`src/design/hrxas_pkg.sv`:
```
// Constants shared by the receiver audio and video-info status bank.
// Functional notes
// Time stamp reported as 20-bit value.
// Time stamp split over 0x7B, 0x7C, 0x7D[7:4].
// Divider N reported as 20-bit value.
// Divider split over 0x7D[3:0], 0x7E, 0x7F.
// Pixel encoding in bits 6..5.
// Bit 4 flags active format present.
// Bar information in bits 3..2.
// Scan information in bits 1..0.
// Scan code 10 means underscanned content.
// Colorimetry in bits 7..6 of 0x82.
// Word length codes for 20-bit maximum.
// Word length codes for 24-bit maximum.
// Sampling frequency codes passed as received.
// Picture aspect ratio in bits 5..4.
package hrxas_pkg;

  // Bus geometry: each register index is one aligned word.
  localparam int HRXAS_ADDR_W = 12;
  localparam int HRXAS_DATA_W = 32;
  localparam int HRXAS_IDX_W = 10;
  localparam int HRXAS_WORD_LSB = 2;
  localparam int HRXAS_BYTE_W = 8;

  // Register indices; byte address is four times the index.
  localparam logic [9:0] HRXAS_IDX_SAMPLE_FREQ = 10'h061;
  localparam logic [9:0] HRXAS_IDX_WORD_LENGTH = 10'h062;
  localparam logic [9:0] HRXAS_IDX_TS_HIGH = 10'h07b;
  localparam logic [9:0] HRXAS_IDX_TS_MID = 10'h07c;
  localparam logic [9:0] HRXAS_IDX_TS_LOW_DIV_HIGH = 10'h07d;
  localparam logic [9:0] HRXAS_IDX_DIV_MID = 10'h07e;
  localparam logic [9:0] HRXAS_IDX_DIV_LOW = 10'h07f;
  localparam logic [9:0] HRXAS_IDX_VI_VERSION = 10'h080;
  localparam logic [9:0] HRXAS_IDX_VI_FORMAT = 10'h081;
  localparam logic [9:0] HRXAS_IDX_VI_COLOR_ASPECT = 10'h082;

  // Field widths.
  localparam int HRXAS_STAMP_W = 20;
  localparam int HRXAS_CODE_W = 4;
  localparam int HRXAS_FIELD_W = 2;

  // Field positions inside the 8-bit registers.
  localparam int HRXAS_CODE_LSB = 0;
  localparam int HRXAS_TS_LOW_LSB = 4;
  localparam int HRXAS_DIV_HIGH_LSB = 0;
  localparam int HRXAS_PIXEL_ENC_LSB = 5;
  localparam int HRXAS_AF_PRESENT_BIT = 4;
  localparam int HRXAS_BAR_LSB = 2;
  localparam int HRXAS_SCAN_LSB = 0;
  localparam int HRXAS_COLOR_LSB = 6;
  localparam int HRXAS_ASPECT_LSB = 4;

  // Slices of the 20-bit stamp and divider values.
  localparam int HRXAS_TS_HIGH_LSB = 12;
  localparam int HRXAS_TS_MID_LSB = 4;
  localparam int HRXAS_TS_NIB_LSB = 0;
  localparam int HRXAS_DIV_TOP_LSB = 16;
  localparam int HRXAS_DIV_MID_LSB = 8;
  localparam int HRXAS_DIV_BOT_LSB = 0;

  // Reset values.
  localparam logic [7:0] HRXAS_RESET_BYTE = 8'h00;
  localparam logic [31:0] HRXAS_RESET_WORD = 32'h0000_0000;

  // Codes as they appear in the fields (reference for software).
  localparam logic [1:0] HRXAS_PIX_RGB = 2'h0;
  localparam logic [1:0] HRXAS_PIX_YCC422 = 2'h1;
  localparam logic [1:0] HRXAS_PIX_YCC444 = 2'h2;
  localparam logic [1:0] HRXAS_SCAN_NONE = 2'h0;
  localparam logic [1:0] HRXAS_SCAN_OVER = 2'h1;
  localparam logic [1:0] HRXAS_SCAN_UNDER = 2'h2;
  localparam logic [3:0] HRXAS_WL20_NONE = 4'h0;
  localparam logic [3:0] HRXAS_WL20_16 = 4'h4;
  localparam logic [3:0] HRXAS_WL20_20 = 4'h5;
  localparam logic [3:0] HRXAS_WL24_NONE = 4'h8;
  localparam logic [3:0] HRXAS_WL24_20 = 4'hc;
  localparam logic [3:0] HRXAS_WL24_24 = 4'hd;
  localparam logic [3:0] HRXAS_SF_48K = 4'h2;
  localparam logic [3:0] HRXAS_SF_96K = 4'ha;
  localparam logic [3:0] HRXAS_SF_176K4 = 4'hc;
  localparam logic [3:0] HRXAS_SF_192K = 4'he;

endpackage

```
`src/design/hrxas_capture.sv`:
```
// Load-enabled holding register for one group of decoded stream values.
`timescale 1ns/10ps
module hrxas_capture #(
  parameter int W = 8
) (
  input wire logic pclk, // System clock.
  input wire logic presetn, // Asynchronous reset, active low.
  input wire logic load, // One-cycle pulse: take d.
  input wire logic [W-1:0] d, // Value decoded from the stream.
  output logic [W-1:0] q // Held value.
);
  logic [W-1:0] next_q;

  // Hold until the decoder reports a fresh packet.
  always_comb begin
    next_q = q;
    if (load) begin
      next_q = d;
    end
  end

  // Reset to zero so an absent packet reads as no data.
  always_ff @(posedge pclk or negedge presetn) begin
    if (!presetn) begin
      q <= '0;
    end else begin
      q <= next_q;
    end
  end
endmodule

```
`src/design/hrxas_regs.sv`:
```
// Read-only APB status bank for received audio and video-info values.
//
// Implementation choice: the APB interface to the registers.
`timescale 1ns/10ps
module hrxas_regs #(
  parameter int ADDR_W = hrxas_pkg::HRXAS_ADDR_W
) (
  input wire logic pclk, // System clock, 100 MHz.
  input wire logic presetn, // Asynchronous reset, active low.
  input wire logic psel, // APB select.
  input wire logic penable, // APB access phase.
  input wire logic pwrite, // APB direction, high for write.
  input wire logic [ADDR_W-1:0] paddr, // APB byte address.
  input wire logic [hrxas_pkg::HRXAS_DATA_W-1:0] pwdata, // Ignored data.
  output logic [hrxas_pkg::HRXAS_DATA_W-1:0] prdata, // Read data.
  output logic pready, // Always ready.
  output logic pslverr, // Error on write or unmapped.
  input wire logic cs_valid, // Pulse: channel status fields valid.
  input wire logic [hrxas_pkg::HRXAS_CODE_W-1:0] cs_word_length, // Code.
  input wire logic [hrxas_pkg::HRXAS_CODE_W-1:0] cs_sample_freq, // Code.
  input wire logic acr_valid, // Pulse: clock regeneration packet.
  input wire logic [hrxas_pkg::HRXAS_STAMP_W-1:0] acr_time_stamp, // Stamp.
  input wire logic [hrxas_pkg::HRXAS_STAMP_W-1:0] acr_divider, // Divider.
  input wire logic avi_valid, // Pulse: video-info frame received.
  input wire logic [hrxas_pkg::HRXAS_BYTE_W-1:0] avi_version, // Version.
  input wire logic [hrxas_pkg::HRXAS_FIELD_W-1:0] avi_pixel_encoding, // Enc.
  input wire logic avi_af_present, // Active format info valid.
  input wire logic [hrxas_pkg::HRXAS_FIELD_W-1:0] avi_bar_info, // Bars.
  input wire logic [hrxas_pkg::HRXAS_FIELD_W-1:0] avi_scan_info, // Scan.
  input wire logic [hrxas_pkg::HRXAS_FIELD_W-1:0] avi_colorimetry, // Color.
  input wire logic [hrxas_pkg::HRXAS_FIELD_W-1:0] avi_aspect // Aspect.
);
  import hrxas_pkg::*;

  localparam int CS_W = 2 * HRXAS_CODE_W;
  localparam int ACR_W = 2 * HRXAS_STAMP_W;
  localparam int AVI_W = HRXAS_BYTE_W + 5 * HRXAS_FIELD_W + 1;

  logic [CS_W-1:0] cs_held;
  logic [ACR_W-1:0] acr_held;
  logic [AVI_W-1:0] avi_held;
  logic [HRXAS_CODE_W-1:0] word_length;
  logic [HRXAS_CODE_W-1:0] sample_freq;
  logic [HRXAS_STAMP_W-1:0] time_stamp;
  logic [HRXAS_STAMP_W-1:0] divider;
  logic [HRXAS_BYTE_W-1:0] vi_version;
  logic [HRXAS_FIELD_W-1:0] pixel_enc;
  logic af_present;
  logic [HRXAS_FIELD_W-1:0] bar_info;
  logic [HRXAS_FIELD_W-1:0] scan_info;
  logic [HRXAS_FIELD_W-1:0] colorimetry;
  logic [HRXAS_FIELD_W-1:0] aspect;
  logic [HRXAS_IDX_W-1:0] idx;
  logic [HRXAS_BYTE_W-1:0] read_byte;
  logic hit;
  logic next_err;
  logic [HRXAS_DATA_W-1:0] next_prdata;

  // Codes are stored exactly as the decoder delivers them, so every
  // word-length and sampling-frequency code, legal or not, reads back.
  hrxas_capture #(
    .W(CS_W)
  ) u_cs (
    .pclk(pclk),
    .presetn(presetn),
    .load(cs_valid),
    .d({cs_word_length, cs_sample_freq}),
    .q(cs_held)
  );

  // Stamp and divider are loaded together so one packet never mixes
  // with the next; a multi-byte software read can still straddle two.
  hrxas_capture #(
    .W(ACR_W)
  ) u_acr (
    .pclk(pclk),
    .presetn(presetn),
    .load(acr_valid),
    .d({acr_time_stamp, acr_divider}),
    .q(acr_held)
  );

  // All video-info fields come from one frame and load as one group.
  hrxas_capture #(
    .W(AVI_W)
  ) u_avi (
    .pclk(pclk),
    .presetn(presetn),
    .load(avi_valid),
    .d({avi_version, avi_pixel_encoding, avi_af_present, avi_bar_info,
        avi_scan_info, avi_colorimetry, avi_aspect}),
    .q(avi_held)
  );

  // Unpack the held groups into named fields.
  assign {word_length, sample_freq} = cs_held;
  assign {time_stamp, divider} = acr_held;
  assign {vi_version, pixel_enc, af_present, bar_info, scan_info,
          colorimetry, aspect} = avi_held;

  // Word index of the access; the two low address bits are ignored.
  assign idx = paddr[HRXAS_WORD_LSB +: HRXAS_IDX_W];

  // Read multiplexer; unused bits of each byte read as zero.
  always_comb begin
    read_byte = HRXAS_RESET_BYTE;
    hit = 1'b1;
    unique case (idx)
      HRXAS_IDX_SAMPLE_FREQ: begin
        read_byte[HRXAS_CODE_LSB +: HRXAS_CODE_W] = sample_freq;
      end
      HRXAS_IDX_WORD_LENGTH: begin
        read_byte[HRXAS_CODE_LSB +: HRXAS_CODE_W] = word_length;
      end
      HRXAS_IDX_TS_HIGH: begin
        read_byte = time_stamp[HRXAS_TS_HIGH_LSB +: HRXAS_BYTE_W];
      end
      HRXAS_IDX_TS_MID: begin
        read_byte = time_stamp[HRXAS_TS_MID_LSB +: HRXAS_BYTE_W];
      end
      HRXAS_IDX_TS_LOW_DIV_HIGH: begin
        read_byte[HRXAS_TS_LOW_LSB +: HRXAS_CODE_W] =
          time_stamp[HRXAS_TS_NIB_LSB +: HRXAS_CODE_W];
        read_byte[HRXAS_DIV_HIGH_LSB +: HRXAS_CODE_W] =
          divider[HRXAS_DIV_TOP_LSB +: HRXAS_CODE_W];
      end
      HRXAS_IDX_DIV_MID: begin
        read_byte = divider[HRXAS_DIV_MID_LSB +: HRXAS_BYTE_W];
      end
      HRXAS_IDX_DIV_LOW: begin
        read_byte = divider[HRXAS_DIV_BOT_LSB +: HRXAS_BYTE_W];
      end
      HRXAS_IDX_VI_VERSION: begin
        read_byte = vi_version;
      end
      HRXAS_IDX_VI_FORMAT: begin
        read_byte[HRXAS_PIXEL_ENC_LSB +: HRXAS_FIELD_W] = pixel_enc;
        read_byte[HRXAS_AF_PRESENT_BIT] = af_present;
        read_byte[HRXAS_BAR_LSB +: HRXAS_FIELD_W] = bar_info;
        read_byte[HRXAS_SCAN_LSB +: HRXAS_FIELD_W] = scan_info;
      end
      HRXAS_IDX_VI_COLOR_ASPECT: begin
        read_byte[HRXAS_COLOR_LSB +: HRXAS_FIELD_W] = colorimetry;
        read_byte[HRXAS_ASPECT_LSB +: HRXAS_FIELD_W] = aspect;
      end
      default: begin
        hit = 1'b0;
      end
    endcase
  end

  // The answer is sampled in the setup cycle so the access phase can
  // complete at once with registered data; writes change nothing.
  always_comb begin
    next_prdata = prdata;
    next_err = pslverr;
    if (psel && !penable) begin
      next_prdata = HRXAS_RESET_WORD;
      next_err = pwrite || !hit;
      if (hit && !pwrite) begin
        next_prdata[HRXAS_BYTE_W-1:0] = read_byte;
      end
    end
  end

  // Registered read data and error flag.
  always_ff @(posedge pclk or negedge presetn) begin
    if (!presetn) begin
      prdata <= HRXAS_RESET_WORD;
      pslverr <= 1'b0;
    end else begin
      prdata <= next_prdata;
      pslverr <= next_err;
    end
  end

  // No wait states are ever needed.
  assign pready = 1'b1;

endmodule

```
`config.mk`:
```
export PLATFORM = sky130hd
export DESIGN_NAME = hrxas_regs
export DESIGN_NICKNAME = d
export VERILOG_FILES = /design/src/design/hrxas_pkg.sv /design/src/design/hrxas_capture.sv /design/src/design/hrxas_regs.sv
export SDC_FILE = /design/constraint.sdc
export NUM_CORES = 1
export LEC_CHECK = 0
export BUFFER_PORTS_ARGS = -buffer_cell sky130_fd_sc_hd__buf_2
export CORE_UTILIZATION = 25
export CTS_BUF_LIST = sky130_fd_sc_hd__clkbuf_4 sky130_fd_sc_hd__clkbuf_8 sky130_fd_sc_hd__clkbuf_16
export CTS_CLUSTER_SIZE = 28
export DETAILED_ROUTE_END_ITERATION = 10
export MAX_ROUTING_LAYER = met4
export PLACE_DENSITY_LB_ADDON = 0.12
export SYNTH_ARGS = -nofsm -noshare
export SYNTH_HDL_FRONTEND = slang
export SYNTH_SLANG_ARGS = --single-unit
```
`constraint.sdc`:
```
create_clock -name pclk -period 2.2 [get_ports pclk]
set_input_delay 0 -clock pclk [delete_from_list [all_inputs] [get_ports pclk]]
set_output_delay 0 -clock pclk [all_outputs]
set_load 0.02 [all_outputs]
```
## Word level (Yosys, flattened, before mapping)

Cells that the tools add are included.

- Eq/ne operators: 10
- Muxes and demuxes: 5
- Reduce and logical (&&, ||, !) cells: 7

Operator list:

| kind | count |
|---|---|
| == test 10 x 7 -> 1 bit, second input constant | 7 |
| case mux 4 bit (9 select lines) | 1 |
| == test 10 x 8 -> 1 bit, second input constant | 3 |
| case mux 3 bit (8 select lines) | 1 |
| OR reduction 10 bit | 1 |
| 2-to-1 mux 8 bit | 1 |
| case mux 1 bit (7 select lines) | 1 |
| zero test 1 bit | 3 |
| logical AND 1 bit | 2 |
| logical OR 1 bit | 1 |
| 2-to-1 mux 1 bit | 1 |

- Flip-flop bits (word level): 76
- Bits of input ports: 119
- Output and inout bits: 34
- Logic and storage cells: 27

## Logic depth before layout (Yosys ltp)

- Word-level depth: 5
- Mapped depth: 7
- Depth with buffers taken out: 5

## Hierarchy

Synthesis repeated with hierarchy kept, for this count alone.

- Cell total of the unflattened synthesis: 302
- Area, all modules: 3951.3 sq um

By module, submodules not included:

| module | instances | cells each | area each (sq um) | seq. area each (sq um) |
|---|---|---|---|---|
| hrxas_capture (u_acr) | 1 | 84 | 1496.4 | 1001.0 |
| hrxas_regs | 1 | 161 | 1365.1 | 225.2 |
| hrxas_capture (u_avi) | 1 | 40 | 758.2 | 475.5 |
| hrxas_capture (u_cs) | 1 | 17 | 331.6 | 200.2 |

## Worst setup path after synthesis

No wires, ideal clock.

- Kind: register to register
- From: register u_acr.q[6]
- To: register prdata[6] in the netlist's numbering
- Library setup time: 0.128 ns
- Arrival: 1.318 ns
- Data required time: 2.072 ns
- Setup slack: 0.754 ns
- Cell stages (with the launch flop): 6
- Buffers on the path: 0
- Clock period less this slack: 1.446 ns
- Path through: dfrtp_1 -> mux2_1 -> a22o_1 -> a221o_1 -> a2bb2oi_1 -> o21ai_1

- Longest elaborated chain between the ends: 2

Ends and longest elaborated chain:

| what | RTL line | source |
|---|---|---|
| from (decl) | hrxas_capture.sv:10 | `output logic [W-1:0] q` |
| from (signal assigned) | hrxas_capture.sv:27 | `q <= next_q;` |
| case mux 3 bit (8 select lines) | hrxas_regs.sv:108 | `unique case (idx)` |
| 2-to-1 mux 8 bit | hrxas_regs.sv:160 | `if (hit && !pwrite) begin` |
| to (signal assigned) | hrxas_regs.sv:172 | `prdata <= next_prdata;` |
| to (decl) | hrxas_regs.sv:15 | `output logic [hrxas_pkg::HRXAS_DATA_W-1:0] prdata,` |

No other way between the ends.
A chain may end at the register's enable or synchronous reset.

## Final worst setup path

Same ends and word-level chain as after synthesis.

==> flow_summary_export.csv <==
group,metric,value,unit
cts,cts.reportedPaths.clkPinSlew,0.06,ns
min_path,timing.hold.worst.start,"cs_valid",
floorplan,floorplan.die_area,15700,sq um
worst_setup_path,worstSetupStartpoint,"u_acr.q[6]",
drt,iteration_0_drc_markers,89,
grt,grt_first_pass_wirelength,16400,microns
sta,clock-skew-final,0.00470,ns
sta,max_freq,633,MHz
min_path,worst_hold_path_type,"in -> reg",
worst_setup_path,critPathKind,"reg -> reg",
synth,mappedNetlistArea,3800,sq um
synth,synth_seq_cells,76,
sta,finalSetupTns,0,ns
worst_setup_path,worst-endpoint-required,2.42,ns
synth,postSynthAreaPerCell,12.5,sq um
drt,drt-wirelength-per-cell,15.4,microns
worst_setup_path,crit_chain,"mux2_1 -> a22o_1 -> a221o_1 -> a2bb2oi_1 -> o21ai_1",
drt,dr.pass1.iters,9,
drt,ant_nets,0,
worst_setup_path,critical_path_arrival,1.80,ns
floorplan,dieHeight,125,microns
worst_setup_path,startpoint_type,"flip-flop",
cts,cts_tree,"done",
cts,clock_sinks,76,
layout,finalNetCount,585,
floorplan,initial_utilization,25.9,%
pwr,power-per-cell-area,710,nW/um^2
drt,routed_wirelength,10100,microns
synth,postSynthCellCount,304,
sta,timing.slew.headroom,66.0,%
layout,area_delta_synth_final,42.9,%
synth,synth_async_sr_flop_share,100,%
worst_setup_path,timing.critical_path.to_type,"flip-flop",
pwr,worst_vdd_ir,0.000338,V
cts,tritoncts.num_buffers,9,
layout,filler_cell_count,1491,
drt,remaining_drc_errors,10,
cts,clock_tree.buffer_depth,2,
sta,drv_slew,0,
sta,worst-slew-pin-transition,0.511,ns
worst_setup_path,critical_path.max_fanout,2,
cts,clkLatencyLatePin,0.35,ns
synth,synthFlopType,"dfrtp_1",
place,rd_place_congestion,0.756,
sta,period_utilisation_layout,71.9,%
worst_setup_path,timing.reg2reg.worst_path_depth,5,
worst_setup_path,crit_slowest_cell,"dfrtp_1",
floorplan,io_pins,153,
outcome,status,"finished with violations",
place,port_buffers,93,
layout,diodes,0,
drt,via_count,2917,
sta,timing.final.hold_violations,0,
place,placedCellCount,570,
sta,whs,0.0483,ns
synth,synth_enable_flop_cells,0,
sta,finalSetupViolCount,0,
floorplan,floorplan.die.width,125,microns
cts,post-cts-setup-buffers,0,
place,place.detailed.hpwl,7280,microns
synth,yosysUniqueCellTypes,51,
grt,grt_util_all_layers,14.3,%
place,placedInstanceArea,4390,sq um
min_path,holdPathStages,2,
worst_setup_path,critical_path.max_stage_delay,0.37,ns
floorplan,placementRows,44,
job,drv_cap,0,
grt,antenna_found_initial,0,
cts,htree_num_levels,3,
worst_setup_path,reg2reg_from,"u_acr.q[6]",
layout,post-route-cell-area,5430,sq um
grt,grt_remaining_overflow,0,
sta,timing.final.crit_period,1.58,ns
drt,routed_via_density,4.45,
synth,yosysWarningCount,0,
cts,cts.root.buffer_cell,"clkbuf_16",
grt,first_global_vias,3109,
pwr,power.leakage,2.39,nW
sta,setup_repair_after_global_routing_missed_its_margin,"false",
synth,synth_sequential_area_ratio,50.0,%
layout,drive_above_1_share,41.8,%
outcome,violations,"design-rule violations",
floorplan,coreArea,14700,sq um
grt,grt_start_max_net_pins,48,
layout,instances_no_fill,655,
-- where the power goes --
| group | total, mW | switching [mW] | internal [mW] | leakage, nW |
|---|---|---|---|---|
| Sequential | 1.59 | 0.0641 | 1.52 | 0.907 |
| Clock | 1.72 | 0.584 | 1.14 | 0.169 |
| Combinational | 0.548 | 0.240 | 0.308 | 1.31 |
-- sequential cells by signal, indices dropped and copies added (netlist names) --
signal   count
prdata       8
pslverr      1
u_acr.q     40
u_avi.q     19
u_cs.q       8
-- cell usage after synthesis, drive strengths merged (2+ instances only) --
cell type	instances	area, sq um
a2bb2oi	2	17.5
clkbuf	6	22.5
o21ai	11	55.1
conb	2	7.51
nand2	13	48.8
nor2	5	18.8
a211oi	2	15.0
mux4	3	67.6
a22oi	4	30.0
a21oi	10	50.1
mux2	70	788
buf	37	251
nand3	12	60.1
nor3b	3	38.8
nor3	4	36.3
a32o	4	40.0
a22o	5	43.8
o31ai	2	15.0
dfrtp	76	1900
mux2i	9	90.1
nand4	2	12.5
nor2b	2	12.5
-- cell usage in the layout, fill, tap and decap left out, types with 6 or more instances in the layout --
master and count:
conb_1 25, dfrtp_1 76, buf_4 9, dlygate4sd3_1 69, buf_2 92, clkbuf_16 9
nand3_1 12, nand2_1 13, mux2_2 69, mux2i_1 9, a21oi_1 10, o21ai_1 6
-- repair_timing --
item	CTS	global route
hold buffers	69	0
gates resized for setup	0	0
endpoints found under the hold margin	100	0
-- logic make-up after synthesis --
group | share of synthesized area, %
compound gates | 9.84
buf+inv | 7.21
flops | 50.0
mux | 24.9
other cells | 0.198
simple gates | 7.83
-- critical path: cells and delay by family, from the launching register on --
family,cells,cell delay [ns]
muxes,1,0.30
AOI/OAI and AO/OA,4,0.78
DFF,1,0.37
-- layout make-up --
| cell class | instances | area [sq um] | area share [%] |
|---|---|---|---|
| Tap cell | 184 | 230 | 4.24 |
| Clock inverter | 6 | 111 | 2.05 |
| Multi-Input combinational cell | 208 | 1710 | 31.5 |
| Timing Repair Buffer | 171 | 1240 | 22.8 |
| Sequential cell | 76 | 1900 | 35.0 |
| Clock buffer | 10 | 239 | 4.40 |
-- layer usage --
layer,wire length (microns),track usage [%]
met1,4740,17.2
met2,4750,23.3
met3,384,2.74
met4,192,6.67
met5,0,-
-- path summary, 6_finish.rpt --
path,end,slack [ns]
setup / recovery,prdata[6],0.62
hold / removal,u_cs.q[6],0.05
setup reg to reg,prdata[6],0.62
hold reg to reg,prdata[7],0.50
max in group asynchronous,u_acr.q[24],1.46
min in group asynchronous,prdata[0],0.14
-- per-stage QoR --
step | setup WS, ns | total power [mW] | util [%]
after global routing | 0.558 | 4.05 | 37.0
final | 0.619 | 3.86 | 37.0
after global placement | 0.475 | 2.07 | 29.9
after CTS | 0.590 | 3.93 | 37.0
after floorplan | 0.754 | 1.91 | -
after detailed placement | 0.456 | 2.08 | 29.9
No activity file was read; power rests on OpenSTA's default activity.
